--- src/design/csf_pkg.sv ---
// Constants and carrier types for the carousel section framer.
// Assumes a single 100 MHz clock domain shared by all users of this package.
// Functional notes
// - Carousel sections leave the block wrapped in UDP over IPv4 datagrams that carry the carousel header.
// - The carousel header sits at the very first byte of the UDP payload in every datagram.
// - The header is followed directly by exactly one complete section, one of each per datagram.
// - No IP fragmentation is used; a section whose datagram would reach or exceed the MTU is not emitted.
// - The header opens with a 2-bit version of 0x1 and then a reserved bit driven to 0x1.
// - After the reserved bit comes the 13-bit transport stream PID of the section, most significant bit first.
// - No transport stream packetization is added; the PID travels only in the header field.
package csf_pkg;
   localparam logic [1:0] CSF_VERSION = 2'h1;
   localparam logic CSF_RESERVED = 1'h1;
   localparam logic [7:0] CSF_IP_VER_IHL = 8'h45;
   localparam logic [7:0] CSF_IP_TOS = 8'h00;
   localparam logic [15:0] CSF_IP_FLAGS_DF = 16'h4000;
   localparam logic [7:0] CSF_IP_PROTO_UDP = 8'h11;
   localparam logic [15:0] CSF_UDP_HDR_BYTES = 16'h000A;
   localparam logic [15:0] CSF_HDR_BYTES = 16'h001E;
   localparam logic [4:0] CSF_HDR_LAST = 5'h1D;
   localparam logic [15:0] CSF_CAR_HDR_IDX = 16'h001C;
   localparam logic [15:0] CSF_IP_FLAGS_IDX = 16'h0006;
   localparam logic [15:0] CSF_IP_PROTO_IDX = 16'h0009;
   localparam logic [15:0] CSF_IP_ID_RESET = 16'h0000;
   localparam logic [15:0] CSF_DEFAULT_MTU = 16'h05DC;

   typedef enum logic [1:0] {
      CSF_IDLE = 2'b00,
      CSF_HDR = 2'b01,
      CSF_PAY = 2'b10,
      CSF_DROP = 2'b11
   } csf_state_t;

   typedef struct packed {
      logic [31:0] src_ip;
      logic [31:0] dst_ip;
      logic [15:0] src_port;
      logic [15:0] dst_port;
      logic [7:0] ttl;
   } csf_cfg_t;

   typedef struct packed {
      logic [12:0] pid;
      logic [12:0] len;
   } csf_req_t;
endpackage : csf_pkg

--- src/design/csf_framer.sv ---
// Carousel section framer: builds IPv4/UDP datagrams, one carousel header and one section each.
// Assumes section bytes arrive in order after their request, and the sink honours out_ready.
`timescale 1ns/1ns
module csf_framer
   import csf_pkg::*;
#(
   parameter logic [15:0] MTU = CSF_DEFAULT_MTU
) (
   input wire logic clk,
   input wire logic resetn,
   input wire csf_cfg_t cfg,
   input wire logic req_valid,
   input wire csf_req_t req,
   output logic req_ready,
   input wire logic in_valid,
   input wire logic [7:0] in_data,
   output logic in_ready,
   output logic out_valid,
   output logic [7:0] out_data,
   output logic out_first,
   output logic out_last,
   input wire logic out_ready,
   output logic drop
);

   function automatic logic [15:0] ip_csum(input logic [159:0] h);
      logic [19:0] s;
      s = 20'h00000;
      for (int i = 0; i < 10; i++) begin
         s = s + {4'h0, h[i*16 +: 16]};
      end
      s = {4'h0, s[15:0]} + {16'h0000, s[19:16]};
      s = {4'h0, s[15:0]} + {16'h0000, s[19:16]};
      return ~s[15:0];
   endfunction : ip_csum

   csf_state_t state_reg;
   logic [239:0] hdr_reg;
   logic [4:0] hdr_cnt_reg;
   logic [12:0] rem_reg;
   logic [12:0] len_reg;
   logic [12:0] pid_reg;
   logic [15:0] ip_id_reg;
   logic [15:0] out_idx_reg;
   logic req_ready_reg, in_ready_reg, drop_reg;
   logic out_valid_reg, out_first_reg, out_last_reg;
   logic [7:0] out_data_reg;

   logic req_fire, in_fire, slot_free, hdr_load, too_big;
   logic [15:0] ip_total, udp_len;
   logic [159:0] ip_nock;

   assign req_fire = req_valid && req_ready_reg;
   assign in_fire = in_valid && in_ready_reg;
   assign slot_free = !out_valid_reg || out_ready;
   assign hdr_load = (state_reg == CSF_HDR) && slot_free;
   assign ip_total = {3'h0, req.len} + CSF_HDR_BYTES;
   assign udp_len = {3'h0, req.len} + CSF_UDP_HDR_BYTES;
   assign too_big = (ip_total >= MTU) || (req.len == 13'h0000);
   assign ip_nock = {CSF_IP_VER_IHL, CSF_IP_TOS, ip_total, ip_id_reg, CSF_IP_FLAGS_DF,
                     cfg.ttl, CSF_IP_PROTO_UDP, 16'h0000, cfg.src_ip, cfg.dst_ip};

   // Sequencing of one request
   always_ff @(posedge clk or negedge resetn) begin
      if (!resetn) begin
         state_reg <= CSF_IDLE;
         rem_reg <= 13'h0000;
         hdr_cnt_reg <= 5'h00;
      end else begin
         unique case (state_reg)
            CSF_IDLE: begin
               if (req_fire) begin
                  rem_reg <= req.len;
                  hdr_cnt_reg <= 5'h00;
                  if (req.len == 13'h0000) begin
                     state_reg <= CSF_IDLE;
                  end else if (too_big) begin
                     state_reg <= CSF_DROP;
                  end else begin
                     state_reg <= CSF_HDR;
                  end
               end
            end
            CSF_HDR: begin
               if (hdr_load) begin
                  hdr_cnt_reg <= hdr_cnt_reg + 5'h01;
                  if (hdr_cnt_reg == CSF_HDR_LAST) begin
                     state_reg <= CSF_PAY;
                  end
               end
            end
            CSF_PAY, CSF_DROP: begin
               if (in_fire) begin
                  rem_reg <= rem_reg - 13'h0001;
                  if (rem_reg == 13'h0001) begin
                     state_reg <= CSF_IDLE;
                  end
               end
            end
         endcase
      end
   end

   // Header image captured at request time, shifted out most significant byte first
   always_ff @(posedge clk or negedge resetn) begin
      if (!resetn) begin
         hdr_reg <= 240'h0;
         len_reg <= 13'h0000;
         pid_reg <= 13'h0000;
      end else if (req_fire) begin
         len_reg <= req.len;
         pid_reg <= req.pid;
         hdr_reg <= {ip_nock[159:80], ip_csum(ip_nock), ip_nock[63:0],
                     cfg.src_port, cfg.dst_port, udp_len, 16'h0000,
                     CSF_VERSION, CSF_RESERVED, req.pid};
      end else if (hdr_load) begin
         hdr_reg <= {hdr_reg[231:0], 8'h00};
      end
   end

   // Datagram identification advances once per emitted datagram
   always_ff @(posedge clk or negedge resetn) begin
      if (!resetn) begin
         ip_id_reg <= CSF_IP_ID_RESET;
      end else if (req_fire && !too_big) begin
         ip_id_reg <= ip_id_reg + 16'h0001;
      end
   end

   // Handshake flops toward the sources; in_ready rises onto an empty output slot in CSF_PAY, and without waiting for one in CSF_DROP
   always_ff @(posedge clk or negedge resetn) begin
      if (!resetn) begin
         req_ready_reg <= 1'b0;
         in_ready_reg <= 1'b0;
         drop_reg <= 1'b0;
      end else begin
         req_ready_reg <= (state_reg == CSF_IDLE) && !req_fire;
         drop_reg <= req_fire && too_big;
         if (in_fire) begin
            in_ready_reg <= 1'b0;
         end else if (state_reg == CSF_DROP) begin
            in_ready_reg <= 1'b1;
         end else if (state_reg == CSF_PAY && slot_free) begin
            in_ready_reg <= 1'b1;
         end
      end
   end

   // Output byte register; section bytes pass unchanged
   always_ff @(posedge clk or negedge resetn) begin
      if (!resetn) begin
         out_valid_reg <= 1'b0;
         out_data_reg <= 8'h00;
         out_first_reg <= 1'b0;
         out_last_reg <= 1'b0;
         out_idx_reg <= 16'h0000;
      end else if (hdr_load) begin
         out_valid_reg <= 1'b1;
         out_data_reg <= hdr_reg[239:232];
         out_first_reg <= (hdr_cnt_reg == 5'h00);
         out_last_reg <= 1'b0;
         out_idx_reg <= {11'h000, hdr_cnt_reg};
      end else if (state_reg == CSF_PAY && in_fire) begin
         out_valid_reg <= 1'b1;
         out_data_reg <= in_data;
         out_first_reg <= 1'b0;
         out_last_reg <= (rem_reg == 13'h0001);
         out_idx_reg <= CSF_HDR_BYTES + {3'h0, len_reg} - {3'h0, rem_reg};
      end else if (out_ready) begin
         out_valid_reg <= 1'b0;
      end
   end

   assign req_ready = req_ready_reg;
   assign in_ready = in_ready_reg;
   assign out_valid = out_valid_reg;
   assign out_data = out_data_reg;
   assign out_first = out_first_reg;
   assign out_last = out_last_reg;
   assign drop = drop_reg;
endmodule : csf_framer

--- config.mk ---
export PLATFORM = sky130hd
export DESIGN_NAME = csf_framer
export DESIGN_NICKNAME = d
export VERILOG_FILES = /design/src/design/csf_pkg.sv /design/src/design/csf_framer.sv
export SDC_FILE = /design/constraint.sdc
export NUM_CORES = 1
export LEC_CHECK = 0
export BUFFER_PORTS_ARGS = -buffer_cell sky130_fd_sc_hd__buf_2
export CORE_ASPECT_RATIO = 1.1
export CORE_MARGIN = 4
export CORE_UTILIZATION = 47
export CTS_CLUSTER_DIAMETER = 30
export CTS_CLUSTER_SIZE = 28
export DETAILED_ROUTE_END_ITERATION = 6
export PLACE_DENSITY = 0.75
export SYNTH_ARGS = -nofsm -noshare
export SYNTH_HDL_FRONTEND = slang
export SYNTH_SLANG_ARGS = --single-unit
--- constraint.sdc ---
create_clock -name clk -period 16.5 [get_ports clk]
set_input_delay 1.65 -clock clk [delete_from_list [all_inputs] [get_ports clk]]
set_output_delay 1.65 -clock clk [all_outputs]
set_load 0.01 [all_outputs]
==> After elaboration in Yosys (flattened, before gate mapping) <==
Index checks and enable logic that the tools add are counted.
{ "classes": {"eq_ne": 10, "magnitude_cmp": 1, "n_bitwise": 1, "addsub": 15, "shifts": 0, "n_mul": 0, "n_reduce_logical": 26, "div_mod_pow": 0, "muxes": 28} }
{ "ops": {"columns": ["cell", "n"], "rows": [
  ["2-to-1 mux 240 bit", 2],
  ["adder 20 x 15 -> 20 bit, second input constant", 2],
  ["2-to-1 mux 13 bit", 2],
  ["one-hot mux 13 bit (2 select lines)", 1],
  ["adder 19 x 16 -> 20 bit", 1],
  ["adder 20 x 14 -> 20 bit", 1],
  ["adder 20 x 16 -> 20 bit", 1],
  ["adder 18 x 16 -> 19 bit", 1],
  ["adder 17 x 16 -> 18 bit", 1],
  ["adder 16 x 16 -> 17 bit", 1],
  ["adder 16 x 4 -> 17 bit", 1],
  ["adder 16 x 1 -> 16 bit", 1],
  ["adder 16 x 1 -> 16 bit, second input constant", 1],
  ["2-to-1 mux 8 bit", 2],
  ["NOT 16 bit", 1],
  ["adder 13 x 4 -> 14 bit, second input constant", 1],
  ["adder 13 x 5 -> 14 bit, second input constant", 1],
  [">= comparator 14 x 11 -> 1 bit, second input constant", 1],
  ["2-to-1 mux 2 bit", 7],
  ["== test 13 x 1 -> 1 bit, second input constant", 1],
  ["logical NOT 13 bit", 1],
  ["subtractor 13 x 1 -> 13 bit, second input constant", 1],
  ["2-to-1 mux 1 bit", 10],
  ["2-to-1 mux 5 bit", 2],
  ["18 further kinds", 37]
]} }
{ "word_totals": {"out_inout_bits": 14, "ram_bits": 0, "memories": 0, "romBits": 0, "regBits": 290, "latch_bits": 0, "elab_cells": 93} }

==> Depth between registers and ports, before layout <==
{ "logic_depth": {"depth_word": 12, "ltp_mapped": 40, "depth_no_buf": 38} }

==> Worst setup path after synthesis <==
Ideal clock, no wire load.
{ "synth_timing": {"path_type": "input -> register", "from": "input req[3] (netlist bit)", "to": "register hdr_reg[158]", "setup_slack_ns": 6.716, "setup_ns": 0.128, "path_buffers": 3, "arrival_ns": 9.657, "t_required_ns": 16.372, "stages": 38, "path_cell_list": "buf_2 -> or4_4 -> nand3_1 -> nor2_1 -> xor2_1 -> fa_1 -> fa_1 -> inv_1 -> fa_1 -> inv_1 -> ha_1 -> clkbuf_1 -> and3_1 -> a211oi_1 -> a21oi_1 -> o21a_1 -> o21ai_0 -> nand2b_1 -> [2 not listed] -> fa_1 -> a21oi_1 -> nor2_1 -> o21ai_0 -> or3_1 -> clkbuf_1 -> nor4_2 -> nand3_1 -> nor2_1 -> ha_1 -> ha_1 -> nand2_1 -> nor4b_1 -> o211ai_1 -> a2111oi_2 -> maj3_1 -> o21bai_1 -> a21oi_1"} }
{ "synth_between": {"elab_chain_len": 7} }
{ "synth_rtl": {"columns": ["item", "line_no", "rtl"], "rows": [
  ["from (decl)", "csf_framer.sv:13", "input wire csf_req_t req,"],
  ["adder 13 x 5 -> 14 bit", "csf_framer.sv:57", "assign ip_total = {3'h0, req.len} + CSF_HDR_BYTES;"],
  ["adder 20 x 14 -> 20 bit", "csf_framer.sv:30", "s = s + {4'h0, h[i*16 +: 16]};"],
  ["adder 20 x 15 -> 20 bit", "csf_framer.sv:30", null],
  ["adder 16 x 4 -> 17 bit", "csf_framer.sv:32", "s = {4'h0, s[15:0]} + {16'h0000, s[19:16]};"],
  ["adder 16 x 1 -> 16 bit", "csf_framer.sv:33", "s = {4'h0, s[15:0]} + {16'h0000, s[19:16]};"],
  ["NOT 16 bit", "csf_framer.sv:34", "return ~s[15:0];"],
  ["2-to-1 mux 240 bit", "csf_framer.sv:110", "end else if (req_fire) begin"],
  ["to (signal assigned)", "csf_framer.sv:113", "hdr_reg <= {ip_nock[159:80], ip_csum(ip_nock), ip_nock[63:0],"],
  ["to (signal assigned)", "csf_framer.sv:117", "hdr_reg <= {hdr_reg[231:0], 8'h00};"],
  ["to (decl)", "csf_framer.sv:38", "logic [239:0] hdr_reg;"]
]} }
Every way passes these cells.
A chain may end at the register's enable or synchronous reset.

==> Worst setup path in the final report <==
{ "layout_timing": {"from": "input req[1] (netlist bit)", "to": "register hdr_reg[158]"} }
The elaborated chain is that of the path after synthesis.

==> results.sh <==
export IMPL_outcome="finished, final reports clean"
export IMPL_layout_setup_ws_ns=6.21
export IMPL_worstPathMaxFanout=6
export IMPL_finalCritPeriodShare_pct=62.4
export IMPL_slew_headroom_pct=20.9
export IMPL_slew_viol_final=0
export IMPL_first_global_vias=14570
export IMPL_dp_hpwl_mm=32.8
export IMPL_power_frac_comb_pct=37.3
export IMPL_cts_setup_buffers=0
export IMPL_mappedNetlistArea_um2=16800
export IMPL_drive_gt1_share_pct=14.8
export IMPL_crit_type="in2reg"
export IMPL_synthXorXnorAreaFrac_pct=3.44
export IMPL_yosys_register_bits=290
export IMPL_numPortBuffers=156
export IMPL_h_tree_depth=3
export IMPL_pwr_share_seq_pct=28.3
export IMPL_dr_total_vias=14421
export IMPL_antenna_found_initial=3
export IMPL_die_x_um=188
export IMPL_yosysUniqueCellTypes=65
export IMPL_numCtsBuffers=70
export IMPL_synthArstFlopShare_pct=100
export IMPL_worstPathArrival_ns=10.74
export IMPL_grt_overflow=0
export IMPL_yosysTopAreaCell="dfrtp_1"
export IMPL_p_int_mw=2.73
export IMPL_ys_warn_count=0
export IMPL_core_area_um2=35200
export IMPL_power_density_nw_per_um2=212
export IMPL_cts_root_buf="clkbuf_16"
export IMPL_critPathCaptureType="register"
export IMPL_finalSetupViolCount=0
export IMPL_skew_ns=0.0215
export IMPL_setup_tns_ns=0
export IMPL_final_common_cell="nand2_1"
export IMPL_hold_path_class="reg2reg"
export IMPL_cp_required_ns=16.94
export IMPL_synth_top_flop_cell="dfrtp_1"
export IMPL_netlist_top_cells_area="dfrtp_1, nand2_1, fa_1"
export IMPL_finalNonFillerCells=2593
export IMPL_start_kind="primary input"
export IMPL_cts_hold_buf=0
export IMPL_final_area_um2=20300
export IMPL_die_area_um2=38700
export IMPL_drt_iter0_markers=1247
export IMPL_fmax_mhz=97.1
export IMPL_crit_end="hdr_reg[158]$_DFFE_PN0P_"
export IMPL_io_pins=157
export IMPL_grt_pass1_wl_mm=76.7
export IMPL_r2r_worst_path_cells=32
export IMPL_cap_violations=0
export IMPL_drt_wl_total_mm=48.0
export IMPL_worst_slew_pin_slew_ns=1.19
export IMPL_dp_cells=2462
export IMPL_synth_top_area_share_pct=43.3
export IMPL_layout_common_cells="nand2_1, dfrtp_1, nor2_1"
export IMPL_gp_congestion=0.953
export IMPL_nets=2316
export IMPL_p_sw_mw=1.59
export IMPL_insertion_delay_ns=0.57
export IMPL_cts_tree="built"
export IMPL_ff2ff_setup_slack_ns=7.80
export IMPL_largest_register_ffs=240
export IMPL_timing_hold_violations_final=0
export IMPL_ctsResizeCount=0
export IMPL_synth_adder_area_share_pct=12.2
export IMPL_cts_buffer_depth=3
export IMPL_pwr_share_clk_pct=34.4
export IMPL_fill_cells=2998
export IMPL_die_h_um=206
export IMPL_yosysSeqAreaShare_pct=43.3
export IMPL_grt_use_total_pct=24.7
export IMPL_cp_depth=38
export IMPL_drt_pass1_iterations=5
export IMPL_dpl_cell_area_um2=17800
export IMPL_synthMuxAreaShare_pct=1.02
export IMPL_postSynthCellCount=1942
export IMPL_drc=0
export IMPL_synth_compound_area_share_pct=13.8
export IMPL_routedWlPerCell_um=18.5
export IMPL_fin_crit_ns=10.29
export IMPL_rsz0062_at_grt="no"
export IMPL_p_leak_nw=9.66
export IMPL_numClockSinks=290
export IMPL_p_sw_share_pct=36.9
export IMPL_synth_simple_gate_area_share_pct=20.8
export IMPL_ant_nets=0
export IMPL_cpMostUsedCell="fa_1"
export IMPL_synth_nets=2205
export IMPL_critPathTopFamily="adder cells"
export IMPL_place_ws_ns=5.73
export IMPL_clkTransAtPathRegs_ns=0.05
export IMPL_postSynthAreaPerCell_um2=8.63
export IMPL_cpMaxStageDelayCell="fa_1"
export IMPL_cp_num_buf_inv=4
export IMPL_rows=72
export IMPL_r2r_start="ip_id_reg[12]$_DFFE_PN0P_"
export IMPL_via_per_inst=5.56
export IMPL_cp_startpoint="req[1]"
export IMPL_grt_max_degree=235
export IMPL_critPathMaxStageDelay_ns=0.54
export IMPL_synth_top_family_by_area="simple AND/OR/NAND/NOR gates"
export IMPL_synth_enable_flop_cells=0
export IMPL_final_util_pct=57.8
export IMPL_area_growth_pct=21.4
export IMPL_irDropWorstVdd_mv=0.118
export IMPL_start_util_pct=47.6
export IMPL_r2r_end="hdr_reg[158]$_DFFE_PN0P_"
[power by group through the flow]
stage	registers, mW	clock network, mW	logic, mW
after floorplan	1.17	0	1.22
after global placement	1.22	0	1.55
after detailed placement	1.22	0	1.58
after CTS	1.22	1.50	1.60
after global routing	1.26	1.54	1.80
final	1.22	1.48	1.61
[cell usage after synthesis, types with 3 or more instances]
master	n
o211a_1	4
nand2_1	517
nor3_1	14
a21oi_1	92
nor2_1	187
nand3_1	33
or3_1	6
nor3b_1	3
buf_2	5
o21bai_1	5
a31oi_1	159
or2_2	4
a211oi_1	7
and3_1	17
o31ai_1	4
a21o_1	8
clkbuf_1	112
nor2b_1	5
inv_1	116
nand2b_1	8
nand4_1	12
ha_1	51
o21ai_0	41
mux2i_1	16
xor2_1	26
dfrtp_1	290
buf_1	9
o21a_1	7
xnor2_1	38
o211ai_1	9
nor4_1	9
fa_1	69
and2_1	4
o22ai_1	11
or4_1	3
[area by class of cell]
type | instances | area, µm² | share of cell area (%)
Multi-Input combinational cell | 1410 | 8600 | 42.3
Sequential cell | 290 | 7260 | 35.7
Clock buffer | 84 | 1880 | 9.26
Timing Repair Buffer | 165 | 883 | 4.34
Clock inverter | 45 | 679 | 3.34
Tap cell | 481 | 602 | 2.96
Inverter | 116 | 435 | 2.14
Antenna cell | 2 | 5.00 | 0.0246
[cells by family (layout without fill, tap and decap cells)]
kind of cell / Yosys count / after routing
AND/OR/NAND/NOR: 836 / 836
AO/OA/AOI/OAI: 370 / 370
flip-flops: 290 / 290
buffers and inverters: 242 / 410
adder cells (fa/ha/maj): 122 / 122
XOR/XNOR: 65 / 65
multiplexers: 17 / 17
other: 0 / 2
[worst min-delay path by stage]
stage	from	endpoint	slack, ns	depth (start not counted)
after floorplan	hdr_reg[232]$_DFFE_PN0P_	out_data[0]$_DFFE_PN0P_	0.45	2
after global placement	in_ready$_DFFE_PN0P_	in_ready$_DFFE_PN0P_	0.47	1
after detailed placement	hdr_reg[239]$_DFFE_PN0P_	out_data[7]$_DFFE_PN0P_	0.47	2
after CTS	in_ready$_DFFE_PN0P_	in_ready$_DFFE_PN0P_	0.49	1
after global routing	hdr_reg[5]$_DFFE_PN0P_	hdr_reg[13]$_DFFE_PN0P_	0.51	2
final	in_ready$_DFFE_PN0P_	in_ready$_DFFE_PN0P_	0.48	1
[layer usage]
metal / global-route usage, % / wire length [µm] / up-vias / part of all wire [%]
li1: - / - / 6719 / -
met1: 32.3 / 19800 / 7051 / 41
met2: 40.1 / 23100 / 532 / 48
met3: 5.30 / 3260 / 117 / 6.8
met4: 10.5 / 1830 / 2 / 3.8
met5: 0 / 7 / - / 0.015
[metrics by stage]
step	hold WS, ns	total power [mW]
after floorplan	0.450	2.38
after global placement	0.472	2.77
after detailed placement	0.467	2.80
after CTS	0.487	4.32
after global routing	0.510	4.60
final	0.482	4.32
Power figures use the tool's default switching activity.
